## config.mk

```make
export PLATFORM = sky130hd
export DESIGN_NAME = gpab_ports
export DESIGN_NICKNAME = d
export VERILOG_FILES = /design/src/gpab_pkg.sv /design/src/gpab_ports.sv
export VERILOG_INCLUDE_DIRS = /design/src /design/src/src
export SDC_FILE = /design/constraint.sdc
export NUM_CORES = 1
export LEC_CHECK = 0
export BUFFER_PORTS_ARGS = -buffer_cell sky130_fd_sc_hd__buf_2
export CORE_MARGIN = 8
export CORE_UTILIZATION = 55
export DETAILED_ROUTE_END_ITERATION = 10
export PLACE_DENSITY = 0.87
export SETUP_SLACK_MARGIN = 0.1
export SYNTH_ARGS = -nofsm -noshare
export SYNTH_HDL_FRONTEND = slang
export SYNTH_SLANG_ARGS = --single-unit
```

## constraint.sdc

```tcl
create_clock -name ref_clk -period 5.6 [get_ports ref_clk]
set_input_delay 0.56 -clock ref_clk [delete_from_list [all_inputs] [get_ports ref_clk]]
set_output_delay 0.56 -clock ref_clk [all_outputs]
set_load 0.05 [all_outputs]
```

## src/gpab_map.svh

```systemverilog
`ifndef GPAB_MAP_SVH
`define GPAB_MAP_SVH

// register indices on the plain register port
`define GPAB_ADDR_W          4
`define GPAB_OFF_PA_PINS     4'h0
`define GPAB_OFF_PA_LAT      4'h1
`define GPAB_OFF_PA_DIR      4'h2
`define GPAB_OFF_PB_PINS     4'h3
`define GPAB_OFF_PB_LAT      4'h4
`define GPAB_OFF_PB_DIR      4'h5
`define GPAB_OFF_MAIN_IRQ    4'h6
`define GPAB_OFF_SECOND_IRQ  4'h7
`define GPAB_OFF_ANALOG_CFG  4'h8
`define GPAB_OFF_CMP_CTRL    4'h9
`define GPAB_OFF_CMP_VREF    4'hA

// field positions
`define GPAB_BIT_CHANGE_FLAG 0
`define GPAB_BIT_PULLUP_N    7
`define GPAB_BIT_ANALOG_DFLT 1
`define GPAB_BIT_CCP2_SEL    0

// reset values
`define GPAB_RST_DIR         8'hFF
`define GPAB_RST_LAT         8'h00
`define GPAB_RST_MAIN_IRQ    8'h00
`define GPAB_RST_SECOND_IRQ  8'hF5
`define GPAB_RST_ANALOG_CFG  8'h00
`define GPAB_RST_CMP_CTRL    8'h07
`define GPAB_RST_CMP_VREF    8'h00

// implemented-bit masks, oscillator pin mask for port a and change-detection pin mask for port b
`define GPAB_MASK_ANALOG_CFG 8'h3F
`define GPAB_MASK_CMP_VREF   8'hEF
`define GPAB_MASK_SECOND_IRQ 8'hF5
`define GPAB_MASK_PA_OSC     8'h3F
`define GPAB_MASK_CHANGE_PIN 8'hF0

`endif

```

## src/gpab_pkg.sv

```systemverilog
package gpab_pkg;
  typedef logic [7:0] gpab_byte_type;
  typedef logic [3:0] gpab_addr_type;
endpackage

```

## src/gpab_ports.sv

```systemverilog
// Added by the designer: the placing of the registers and strobed register access.
`timescale 1ns/10ps
`include "gpab_map.svh"

module gpab_ports (
  // clock and reset
  input  wire logic              ref_clk,
  input  wire logic              reset,
  input  wire logic              por,
  // register port
  input  wire gpab_pkg::gpab_addr_type reg_addr,
  input  wire gpab_pkg::gpab_byte_type reg_wdata,
  input  wire logic              reg_wr,
  input  wire logic              reg_rd,
  input  wire logic              reg_rd_is_move_dest,
  input  wire logic              reg_wr_is_move_dest,
  output gpab_pkg::gpab_byte_type reg_rdata,
  // configuration straps and ccp2 output
  input  wire gpab_pkg::gpab_byte_type config_byte_3_high,
  input  wire logic              osc_pins_are_io,
  input  wire logic              ccp2_out,
  // port a pins
  input  wire gpab_pkg::gpab_byte_type port_a_in,
  output gpab_pkg::gpab_byte_type port_a_out,
  output gpab_pkg::gpab_byte_type port_a_oe_n,
  // port b pins
  input  wire gpab_pkg::gpab_byte_type port_b_in,
  output gpab_pkg::gpab_byte_type port_b_out,
  output gpab_pkg::gpab_byte_type port_b_oe_n,
  output gpab_pkg::gpab_byte_type port_b_pullup_en,
  // status
  output logic                   pin_change_flag,
  output logic                   wake_request,
  output logic                   ccp2_on_pin3
);
  import gpab_pkg::*;

  gpab_byte_type pa_lat_reg, pa_dir_reg, pb_lat_reg, pb_dir_reg;
  gpab_byte_type pa_meta_reg, pa_sync_reg, pb_meta_reg, pb_sync_reg;
  gpab_byte_type snapshot_reg, analog_cfg_reg, cmp_ctrl_reg, cmp_vref_reg;
  gpab_byte_type second_irq_reg, main_irq_reg, rdata_next;
  logic          pullup_n_reg, pb_analog_reg, ccp2_sel_reg, por_seen_reg;
  logic          mismatch, pb_access;
  logic [1:0]    snap_fill_reg;
  gpab_byte_type pb_digital_mask, pa_osc_mask;

  function automatic logic hit(input gpab_addr_type a);
    hit = (reg_addr == a);
  endfunction

  // two-flop synchronisers; first stage only feeds the second
  always_ff @(posedge ref_clk or posedge reset) begin
    if (reset) begin
      pa_meta_reg <= 8'h00;
      pa_sync_reg <= 8'h00;
      pb_meta_reg <= 8'h00;
      pb_sync_reg <= 8'h00;
    end else begin
      pa_meta_reg <= port_a_in;
      pa_sync_reg <= pa_meta_reg;
      pb_meta_reg <= port_b_in;
      pb_sync_reg <= pb_meta_reg;
    end
  end

  // straps are caught after release, since async reset takes constants only
  always_ff @(posedge ref_clk or posedge reset) begin
    if (reset) begin
      por_seen_reg  <= 1'b1;
      pb_analog_reg <= 1'b1;
      ccp2_sel_reg  <= 1'b1;
    end else begin
      por_seen_reg <= 1'b0;
      if (por_seen_reg && por) begin
        pb_analog_reg <= ~config_byte_3_high[`GPAB_BIT_ANALOG_DFLT];
      end
      if (por_seen_reg) begin
        ccp2_sel_reg <= config_byte_3_high[`GPAB_BIT_CCP2_SEL];
      end
    end
  end

  assign pa_osc_mask = osc_pins_are_io ? 8'hFF : `GPAB_MASK_PA_OSC;
  assign pb_digital_mask = pb_analog_reg ? 8'hE0 : 8'hFF;
  assign pb_access = (reg_wr && hit(`GPAB_OFF_PB_PINS) && !reg_wr_is_move_dest)
                   || (reg_rd && hit(`GPAB_OFF_PB_PINS));

  // data latches and directions
  always_ff @(posedge ref_clk or posedge reset) begin
    if (reset) begin
      pa_lat_reg <= `GPAB_RST_LAT;
      pa_dir_reg <= `GPAB_RST_DIR;
      pb_lat_reg <= `GPAB_RST_LAT;
      pb_dir_reg <= `GPAB_RST_DIR;
    end else if (reg_wr) begin
      if (hit(`GPAB_OFF_PA_PINS) || hit(`GPAB_OFF_PA_LAT)) begin
        pa_lat_reg <= reg_wdata;
      end
      if (hit(`GPAB_OFF_PA_DIR)) begin
        pa_dir_reg <= reg_wdata;
      end
      if (hit(`GPAB_OFF_PB_PINS) || hit(`GPAB_OFF_PB_LAT)) begin
        pb_lat_reg <= reg_wdata;
      end
      if (hit(`GPAB_OFF_PB_DIR)) begin
        pb_dir_reg <= reg_wdata;
      end
    end
  end

  // control registers; pull-up bit held off on power-on reset
  always_ff @(posedge ref_clk or posedge reset) begin
    if (reset) begin
      second_irq_reg <= `GPAB_RST_SECOND_IRQ;
      pullup_n_reg   <= 1'b1;
      analog_cfg_reg <= `GPAB_RST_ANALOG_CFG;
      cmp_ctrl_reg   <= `GPAB_RST_CMP_CTRL;
      cmp_vref_reg   <= `GPAB_RST_CMP_VREF;
    end else if (por) begin
      pullup_n_reg   <= 1'b1;
    end else if (reg_wr) begin
      if (hit(`GPAB_OFF_SECOND_IRQ)) begin
        second_irq_reg <= reg_wdata & `GPAB_MASK_SECOND_IRQ;
        pullup_n_reg   <= reg_wdata[`GPAB_BIT_PULLUP_N];
      end
      if (hit(`GPAB_OFF_ANALOG_CFG)) begin
        analog_cfg_reg <= reg_wdata & `GPAB_MASK_ANALOG_CFG;
      end
      if (hit(`GPAB_OFF_CMP_CTRL)) begin
        cmp_ctrl_reg <= reg_wdata;
      end
      if (hit(`GPAB_OFF_CMP_VREF)) begin
        cmp_vref_reg <= reg_wdata & `GPAB_MASK_CMP_VREF;
      end
    end
  end

  // snapshot of pins 7..4, refreshed by a port b pin read or a pin write that is not a move destination; it also tracks
  // the pins while the synchroniser fills, so idle-high pins flag nothing
  always_ff @(posedge ref_clk or posedge reset) begin
    if (reset) begin
      snapshot_reg <= 8'h00;
    end else if (pb_access || snap_fill_reg != 2'h0) begin
      snapshot_reg <= pb_sync_reg & `GPAB_MASK_CHANGE_PIN;
    end
  end

  always_ff @(posedge ref_clk or posedge reset) begin
    if (reset) begin
      snap_fill_reg <= 2'h3;
    end else if (snap_fill_reg != 2'h0) begin
      snap_fill_reg <= snap_fill_reg - 2'h1;
    end
  end

  // only inputs among pins 7..4 take part
  assign mismatch = (snap_fill_reg == 2'h0)
                 && |((pb_sync_reg ^ snapshot_reg) & pb_dir_reg
                      & `GPAB_MASK_CHANGE_PIN);

  // set beats clear so a change in the clearing cycle is kept
  always_ff @(posedge ref_clk or posedge reset) begin
    if (reset) begin
      main_irq_reg <= `GPAB_RST_MAIN_IRQ;
    end else if (mismatch) begin
      main_irq_reg[`GPAB_BIT_CHANGE_FLAG] <= 1'b1;
    end else if (reg_wr && hit(`GPAB_OFF_MAIN_IRQ)) begin
      main_irq_reg <= reg_wdata;
    end
  end

  always_comb begin
    rdata_next = 8'h00;
    case (reg_addr)
      `GPAB_OFF_PA_PINS:    rdata_next = pa_sync_reg & pa_osc_mask;
      `GPAB_OFF_PA_LAT:     rdata_next = pa_lat_reg & pa_osc_mask;
      `GPAB_OFF_PA_DIR:     rdata_next = pa_dir_reg & pa_osc_mask;
      `GPAB_OFF_PB_PINS:    rdata_next = pb_sync_reg & pb_digital_mask;
      `GPAB_OFF_PB_LAT:     rdata_next = pb_lat_reg;
      `GPAB_OFF_PB_DIR:     rdata_next = pb_dir_reg;
      `GPAB_OFF_MAIN_IRQ:   rdata_next = main_irq_reg;
      `GPAB_OFF_SECOND_IRQ: rdata_next = {pullup_n_reg, second_irq_reg[6:0]};
      `GPAB_OFF_ANALOG_CFG: rdata_next = analog_cfg_reg;
      `GPAB_OFF_CMP_CTRL:   rdata_next = cmp_ctrl_reg;
      `GPAB_OFF_CMP_VREF:   rdata_next = cmp_vref_reg;
      default:              rdata_next = 8'h00;
    endcase
  end

  // registered outputs
  always_ff @(posedge ref_clk or posedge reset) begin
    if (reset) begin
      reg_rdata        <= 8'h00;
      port_a_out       <= 8'h00;
      port_a_oe_n      <= 8'hFF;
      port_b_out       <= 8'h00;
      port_b_oe_n      <= 8'hFF;
      port_b_pullup_en <= 8'h00;
      pin_change_flag  <= 1'b0;
      wake_request     <= 1'b0;
      ccp2_on_pin3     <= 1'b0;
    end else begin
      reg_rdata  <= reg_rd ? rdata_next : 8'h00;
      port_a_out <= {pa_lat_reg[7:5], 1'b0, pa_lat_reg[3:0]};
      port_a_oe_n <= {pa_dir_reg[7:5], pa_dir_reg[4] | pa_lat_reg[4],
                      pa_dir_reg[3:0]} | ~pa_osc_mask;
      port_b_out <= (ccp2_sel_reg == 1'b0)
                  ? {pb_lat_reg[7:4], ccp2_out, pb_lat_reg[2:0]}
                  : pb_lat_reg;
      port_b_oe_n <= pb_dir_reg;
      port_b_pullup_en <= pullup_n_reg ? 8'h00 : pb_dir_reg;
      pin_change_flag  <= main_irq_reg[`GPAB_BIT_CHANGE_FLAG];
      wake_request     <= main_irq_reg[`GPAB_BIT_CHANGE_FLAG];
      ccp2_on_pin3     <= ~ccp2_sel_reg;
    end
  end

  // checks
  property p_drive_follows_dir;
    @(posedge ref_clk) disable iff (reset)
      1'b1 |=> port_b_oe_n == $past(pb_dir_reg);
  endproperty
  a_drive_follows_dir: assert property (p_drive_follows_dir)
    else $error("port b enable does not follow direction");

  property p_pullup_off_outputs;
    @(posedge ref_clk) disable iff (reset)
      1'b1 |=> (port_b_pullup_en & ~$past(pb_dir_reg)) == 8'h00;
  endproperty
  a_pullup_off_outputs: assert property (p_pullup_off_outputs)
    else $error("pull-up active on output pin");

  property p_por_pullup;
    @(posedge ref_clk) disable iff (reset)
      por |=> ##1 port_b_pullup_en == 8'h00;
  endproperty
  a_por_pullup: assert property (p_por_pullup)
    else $error("pull-up on after power-on reset");

  property p_lat_write;
    @(posedge ref_clk) disable iff (reset)
      reg_wr && hit(`GPAB_OFF_PB_LAT) |=> pb_lat_reg == $past(reg_wdata);
  endproperty
  a_lat_write: assert property (p_lat_write)
    else $error("port b latch not written");

  property p_flag_sets;
    @(posedge ref_clk) disable iff (reset)
      mismatch |=> main_irq_reg[`GPAB_BIT_CHANGE_FLAG] ##1 pin_change_flag;
  endproperty
  a_flag_sets: assert property (p_flag_sets)
    else $error("change flag not set on mismatch");

  property p_snapshot_refresh;
    @(posedge ref_clk) disable iff (reset)
      pb_access |=> snapshot_reg == ($past(pb_sync_reg) & 8'hF0);
  endproperty
  a_snapshot_refresh: assert property (p_snapshot_refresh)
    else $error("snapshot not refreshed");

  property p_outputs_excluded;
    @(posedge ref_clk) disable iff (reset)
      (pb_dir_reg[7:4] == 4'h0) |-> !mismatch;
  endproperty
  a_outputs_excluded: assert property (p_outputs_excluded)
    else $error("output pin caused mismatch");

  property p_unmapped_zero;
    @(posedge ref_clk) disable iff (reset)
      reg_rd && reg_addr > `GPAB_OFF_CMP_VREF |=> reg_rdata == 8'h00;
  endproperty
  a_unmapped_zero: assert property (p_unmapped_zero)
    else $error("unmapped read not zero");

  property p_pa4_never_high;
    @(posedge ref_clk) disable iff (reset)
      1'b1 |=> port_a_out[4] == 1'b0;
  endproperty
  a_pa4_never_high: assert property (p_pa4_never_high)
    else $error("open-drain pin driven high");

  property p_wake_follows_flag;
    @(posedge ref_clk) disable iff (reset)
      1'b1 |=> wake_request == $past(main_irq_reg[`GPAB_BIT_CHANGE_FLAG]);
  endproperty
  a_wake_follows_flag: assert property (p_wake_follows_flag)
    else $error("wake request does not follow change flag");

  property p_flag_sticky;
    @(posedge ref_clk) disable iff (reset)
      main_irq_reg[`GPAB_BIT_CHANGE_FLAG]
        && !(reg_wr && hit(`GPAB_OFF_MAIN_IRQ))
        |=> main_irq_reg[`GPAB_BIT_CHANGE_FLAG];
  endproperty
  a_flag_sticky: assert property (p_flag_sticky)
    else $error("change flag dropped without a clear");

  property p_flag_clear;
    @(posedge ref_clk) disable iff (reset)
      reg_wr && hit(`GPAB_OFF_MAIN_IRQ) && !mismatch
        && !reg_wdata[`GPAB_BIT_CHANGE_FLAG]
        |=> !main_irq_reg[`GPAB_BIT_CHANGE_FLAG];
  endproperty
  a_flag_clear: assert property (p_flag_clear)
    else $error("change flag not cleared after mismatch ended");

  property p_rdata_idle;
    @(posedge ref_clk) disable iff (reset)
      !reg_rd |=> reg_rdata == 8'h00;
  endproperty
  a_rdata_idle: assert property (p_rdata_idle)
    else $error("read data present without a read");

  property p_osc_pins_released;
    @(posedge ref_clk) disable iff (reset)
      !osc_pins_are_io |=> port_a_oe_n[7:6] == 2'b11;
  endproperty
  a_osc_pins_released: assert property (p_osc_pins_released)
    else $error("oscillator pins driven as port pins");

  property p_analog_reads_zero;
    @(posedge ref_clk) disable iff (reset)
      reg_rd && hit(`GPAB_OFF_PB_PINS) && pb_analog_reg
        |=> reg_rdata[4:0] == 5'h00;
  endproperty
  a_analog_reads_zero: assert property (p_analog_reads_zero)
    else $error("analog pin read not zero");

  property p_move_no_refresh;
    @(posedge ref_clk) disable iff (reset)
      reg_wr && reg_wr_is_move_dest && hit(`GPAB_OFF_PB_PINS) && !reg_rd
        && snap_fill_reg == 2'h0
        |=> snapshot_reg == $past(snapshot_reg);
  endproperty
  a_move_no_refresh: assert property (p_move_no_refresh)
    else $error("move destination write refreshed snapshot");

  property p_pa4_release;
    @(posedge ref_clk) disable iff (reset)
      pa_lat_reg[4] |=> port_a_oe_n[4];
  endproperty
  a_pa4_release: assert property (p_pa4_release)
    else $error("open-drain pin not released for latch one");

  property p_ccp2_route;
    @(posedge ref_clk) disable iff (reset)
      !ccp2_sel_reg |=> port_b_out[3] == $past(ccp2_out);
  endproperty
  a_ccp2_route: assert property (p_ccp2_route)
    else $error("ccp2 output not routed to pin3");

  property p_pullup_off;
    @(posedge ref_clk) disable iff (reset)
      pullup_n_reg |=> port_b_pullup_en == 8'h00;
  endproperty
  a_pullup_off: assert property (p_pullup_off)
    else $error("pull-up on while control bit is high");

  c_mismatch: cover property (@(posedge ref_clk) disable iff (reset)
    mismatch ##1 pb_access);
  c_wake: cover property (@(posedge ref_clk) disable iff (reset)
    $rose(wake_request));
  c_pullup: cover property (@(posedge ref_clk) disable iff (reset)
    port_b_pullup_en != 8'h00);
  c_move: cover property (@(posedge ref_clk) disable iff (reset)
    reg_wr && reg_wr_is_move_dest && hit(`GPAB_OFF_PB_PINS));

endmodule // gpab_ports

```

Word level (Yosys, flattened, before mapping)
Cells that the tools add are included.
{"block": "totals", "reg_bits": 157, "out_inout_bits": 51, "inputBits": 45}
{"block": "classes", "n_addsub": 1, "n_reduce_logical": 28, "muxes": 11, "bitwise_logic": 13, "n_eq_ne": 10}
{"operator": "8-bit case mux with 11 select lines", "n": 1}
{"operator": "8-bit AND", "n": 5}
{"operator": "8-bit 2-to-1 mux", "n": 3}
{"operator": "4-bit by 3-bit == test with 1-bit output, second input constant", "n": 4}
{"operator": "4-bit == test, second input constant", "n": 3}
{"operator": "2-bit AND reduction", "n": 6}
{"operator": "3-bit AND reduction", "n": 4}
{"operator": "4-bit by 2-bit == test with 1-bit output, second input constant", "n": 2}
{"operator": "8-bit inverter", "n": 1}
{"operator": "8-bit OR", "n": 1}
{"operator": "2-bit nonzero test", "n": 4}
{"operator": "8-bit XOR", "n": 1}
{"operator": "1-bit logical AND", "n": 6}
{"operator": "1-bit 2-to-1 mux", "n": 5}
{"operator": "5-bit 2-to-1 mux", "n": 1}
{"operator": "4-bit by 1-bit == test with 1-bit output, second input constant", "n": 1}
{"operator": "4-bit zero test", "n": 1}
{"operator": "1-bit logical OR", "n": 4}
{"operator": "4-bit 2-to-1 mux", "n": 1}
{"operator": "1-bit inverter", "n": 4}
{"operator": "4-bit OR reduction", "n": 1}
{"operator": "2-bit zero test", "n": 1}
{"operator": "2-bit by 1-bit subtractor with 2-bit output, second input constant", "n": 1}
{"operator": "1-bit zero test", "n": 1}
{"operator": "1-bit OR", "n": 1}

Longest topological paths before layout
{"block": "depth", "word_depth": 6, "ltp_mapped": 8, "mapped_depth_nobuf": 5}

Least setup slack after synthesis
No wires, ideal clock.
{"block": "synth_timing", "path_kind": "in2reg", "start": "input reg_addr[0]", "end": "register main_irq_reg[1]", "arrival_ns": 1.684, "setup_slack_ns": 3.788, "setup_ns": 0.128, "required_ns": 5.472, "stages": 8, "path_cell_list": "buf_4 nor2b_1 clkbuf_1 and3_1 buf_4 buf_6 mux2i_1 nand3_1"}
{"block": "synth_via", "elab_chain_len": 3}
{"element": "from (decl)", "line": "gpab_ports.sv:11", "text": "input wire gpab_pkg::gpab_addr_type reg_addr,"}
{"element": "4-bit by 3-bit == test with 1-bit output", "line": "gpab_ports.sv:48", "text": "hit = (reg_addr == a);"}
{"element": "1-bit logical AND", "line": "gpab_ports.sv:167", "text": "end else if (reg_wr && hit(`GPAB_OFF_MAIN_IRQ)) begin"}
{"element": "2-bit AND reduction (no line)"}
{"element": "to (signal assigned)", "line": "gpab_ports.sv:164", "text": "main_irq_reg <= `GPAB_RST_MAIN_IRQ;"}
{"element": "to (signal assigned)", "line": "gpab_ports.sv:168", "text": "main_irq_reg <= reg_wdata;"}
{"element": "to (decl)", "line": "gpab_ports.sv:41", "text": "gpab_byte_type second_irq_reg, main_irq_reg, rdata_next;"}
Every way passes these cells.
A chain may end at the register's enable or synchronous reset.

Final worst setup path
{"block": "layout_timing", "start": "input reg_addr[1]", "end": "register main_irq_reg[3]"}
The elaborated chain is that of the path after synthesis.

==> flow_metrics.py <==
metrics = {
    "sta": {
        "finClkSkew_ps": 6.40,
        "period_minus_slack_ps": 2710,
        "finalMaxSlewViolations": 0,
        "whs_ps": 236,
        "slew_headroom": 0.203,
        "rsz0062_at_grt": "false",
        "final.setup.tns_ps": 0,
        "setup_violations": 0,
        "hold_violations": 0,
        "fmax_ghz": 0.368,
        "period_share": 0.485,
        "tightest_slew_ps": 1190,
    },
    "clock_network": {
        "cts_buffer_depth": 2,
        "htree_num_levels": 4,
        "hold_buffers": 0,
        "clock-sinks": 157,
        "cts_root_buffer": "clkbuf_16",
        "clock_latency_ps": 430,
        "path_clk_slew_ps": 60,
        "post_cts_buffers": 0,
        "cts_resized": 0,
        "numCtsBuffers": 17,
        "cts_tree": "yes",
    },
    "worst_setup_path": {
        "cp.required_ps": 5910,
        "path_class": "in2reg",
        "critical_path.max_stage_delay_ps": 790,
        "arrival_ps": 3020,
        "end_kind": "flip-flop",
        "r2r_start": "pb_analog_reg$_DFFE_PP1P_",
        "slowest_stage": "and3_1",
        "critical_path.startpoint": "reg_addr[1]",
        "start_kind": "primary input",
        "path_cells": "buf_2 -> nor2b_1 -> and3_1 -> mux2i_1 -> nand3_1",
        "crit_path_max_fanout": 39,
    },
    "final_layout": {
        "finalNonFillerCells": 686,
        "areaGrowthSynthToFinish_pct": 17.3,
        "nNetsFinal": 576,
        "fillCellCount": 781,
        "fin_util": 0.655,
        "layout-drive-gt1-share": 0.460,
        "n_antenna_cell": 0,
    },
    "synth": {
        "synth.distinct_cells": 56,
        "syn_area_sq_um": 6290,
        "ys_seq_elements": 157,
        "synth_common_cells": "dfrtp_1 (111), mux2_2 (67), dfstp_2 (46)",
        "synth_async_sr_flop_share": 1.00,
        "ys_top_cells_by_area": "dfrtp_1 (44%), dfstp_2 (19%), mux2_2 (12%)",
        "synthCells": 448,
        "yosys_warnings": 0,
        "syn_area_per_cell_sq_um": 14.0,
        "seq_area_frac_synth": 0.633,
        "synth_edf_count": 0,
        "yosysTopAreaCell": "dfrtp_1",
        "yosysTopAreaCellShare": 0.441,
        "yosysMostFrequentCell": "dfrtp_1",
        "ys.flop_type": "dfrtp_1",
    },
    "routing": {
        "vias_per_cell": 6.17,
        "wl_met3_mm": 1.37,
        "wl_met2_mm": 7.30,
        "final_antenna_net_count": 0,
        "wl_met1_mm": 5.65,
        "drc": 0,
        "num_vias": 4232,
        "wl_per_cell_um": 21.9,
        "firstDrtPassIters": 5,
        "top_layer": "met4",
        "dr.first_iter.drc_count": 325,
        "drt_wl_total_mm": 15.0,
    },
    "status": {
        "status": "finished, final reports clean",
    },
    "die": {
        "io_pins": 96,
        "die_w_um": 123,
        "initial_core_util": 0.558,
        "die_height_um": 123,
        "core_area_sq_um": 11300,
        "dieArea_sq_um": 15100,
        "num_rows": 39,
    },
    "place": {
        "hpwl_mm": 9.69,
        "dp.cells": 654,
        "port_buffers": 87,
        "place.gp.congestion": 0.915,
    },
    "global_routing": {
        "grt_pass1_vias": 4435,
        "grt_max_degree": 97,
        "antenna_found_initial": 0,
        "grt_overflow_total": 0,
        "grt_usage": 0.208,
        "grt_pass1_wl_mm": 23.6,
    },
    "run": {
        "cap_violations": 0,
    },
    "min_path": {
        "hp-class": "in2reg",
        "holdCritStartpoint": "port_a_in[4]",
    },
    "power_and_ir_drop": {
        "ir_drop_uv": 256,
        "power_density_nw_per_um2": 439,
        "p_leak_nw": 3.22,
    },
}
[per-stage QoR]
stage	area [sq um]	worst slack [ps]	power, mW
3_3_place_gp	6770	2630	2.05
2_1_floorplan	6300	881	1.91
3_5_place_dp	6770	2560	2.07
5_1_grt	7380	2840	3.35
4_1_cts	7380	3000	3.25
6_report	7380	2890	3.24
[critical path: cells and delay by family]
| kind | cells | cell delay (ps) |
|---|---|---|
| buf+inv | 1 | 660 |
| mux | 1 | 280 |
| simple gates | 3 | 1480 |
[report_power, final]
group	leakage [nW]	total [mW]	switching, mW	internal [mW]
Combinational	1.11	0.601	0.407	0.195
Clock	0.292	1.17	0.458	0.711
Sequential	1.82	1.47	0.109	1.36
Total	3.22	3.24	0.973	2.26
[placed cells by master, fill, tap and decap left out, drive strengths merged, types with 3 or more instances in the layout]
cell	Yosys	layout
a21oi	9	9
a222oi	3	3
a22o	4	4
a22oi	8	8
a31oi	5	5
a32oi	4	4
and2	3	3
and3	4	4
buf	20	89
bufinv	0	3
clkbuf	7	18
clkinv	0	7
clkinvlp	0	3
dfrtp	111	111
dfstp	46	46
inv	8	9
mux2	67	67
mux2i	16	16
nand2	14	14
nand2b	3	3
nand3	12	12
nand3b	8	8
nand4	9	9
nor2	7	7
nor2b	26	26
nor4	3	3
o211ai	8	8
o21ai	11	11
o2bb2ai	6	6
xor2	4	4
[logic make-up (layout without fill, tap and decap cells)]
kind of cell	after synthesis	count (layout)	share of synthesized area
buffers and inverters	35	129	0.0298
AO/OA/AOI/OAI	69	69	0.0821
multiplexers	85	85	0.152
AND/OR/NAND/NOR	95	95	0.0926
adder cells (fa/ha/maj)	1	1	0.00199
other	1	2	0.000596
flip-flops	157	157	0.633
XOR/XNOR	5	5	0.00696
[final cells by class]
cell class                 instances  area [sq um]  area share
clock inverter                    14           168      0.0227
clock buffer                      18           439      0.0595
multi-input combinational        257          2120       0.288
inverter                           8          35.0     0.00475
sequential                       157          3990       0.540
tap                              143           179      0.0242
timing repair buffer              89           450      0.0610
[metal layers]
metal | global-route usage | up-vias
li1 | - | 1783
met1 | 0.246 | 2137
met2 | 0.331 | 240
met3 | 0.0616 | 72
met4 | 0.129 | 0
met5 | 0 | -
[path summary, 6_finish.rpt]
check	endpoint	slack [ps]	cells after the start
min	pa_meta_reg[4]$_DFF_PP0_	240	1
max reg2reg	reg_rdata[2]$_DFF_PP0_	3580	3
min in group asynchronous	pa_meta_reg[5]$_DFF_PP0_	300	2
max in group asynchronous	cmp_ctrl_reg[5]$_DFFE_PP0P_	4020	3
min reg2reg	pb_sync_reg[4]$_DFF_PP0_	350	0
max	main_irq_reg[3]$_DFFE_PP0P_	2890	5
Note: power is estimated with default switching activity, not from simulation.
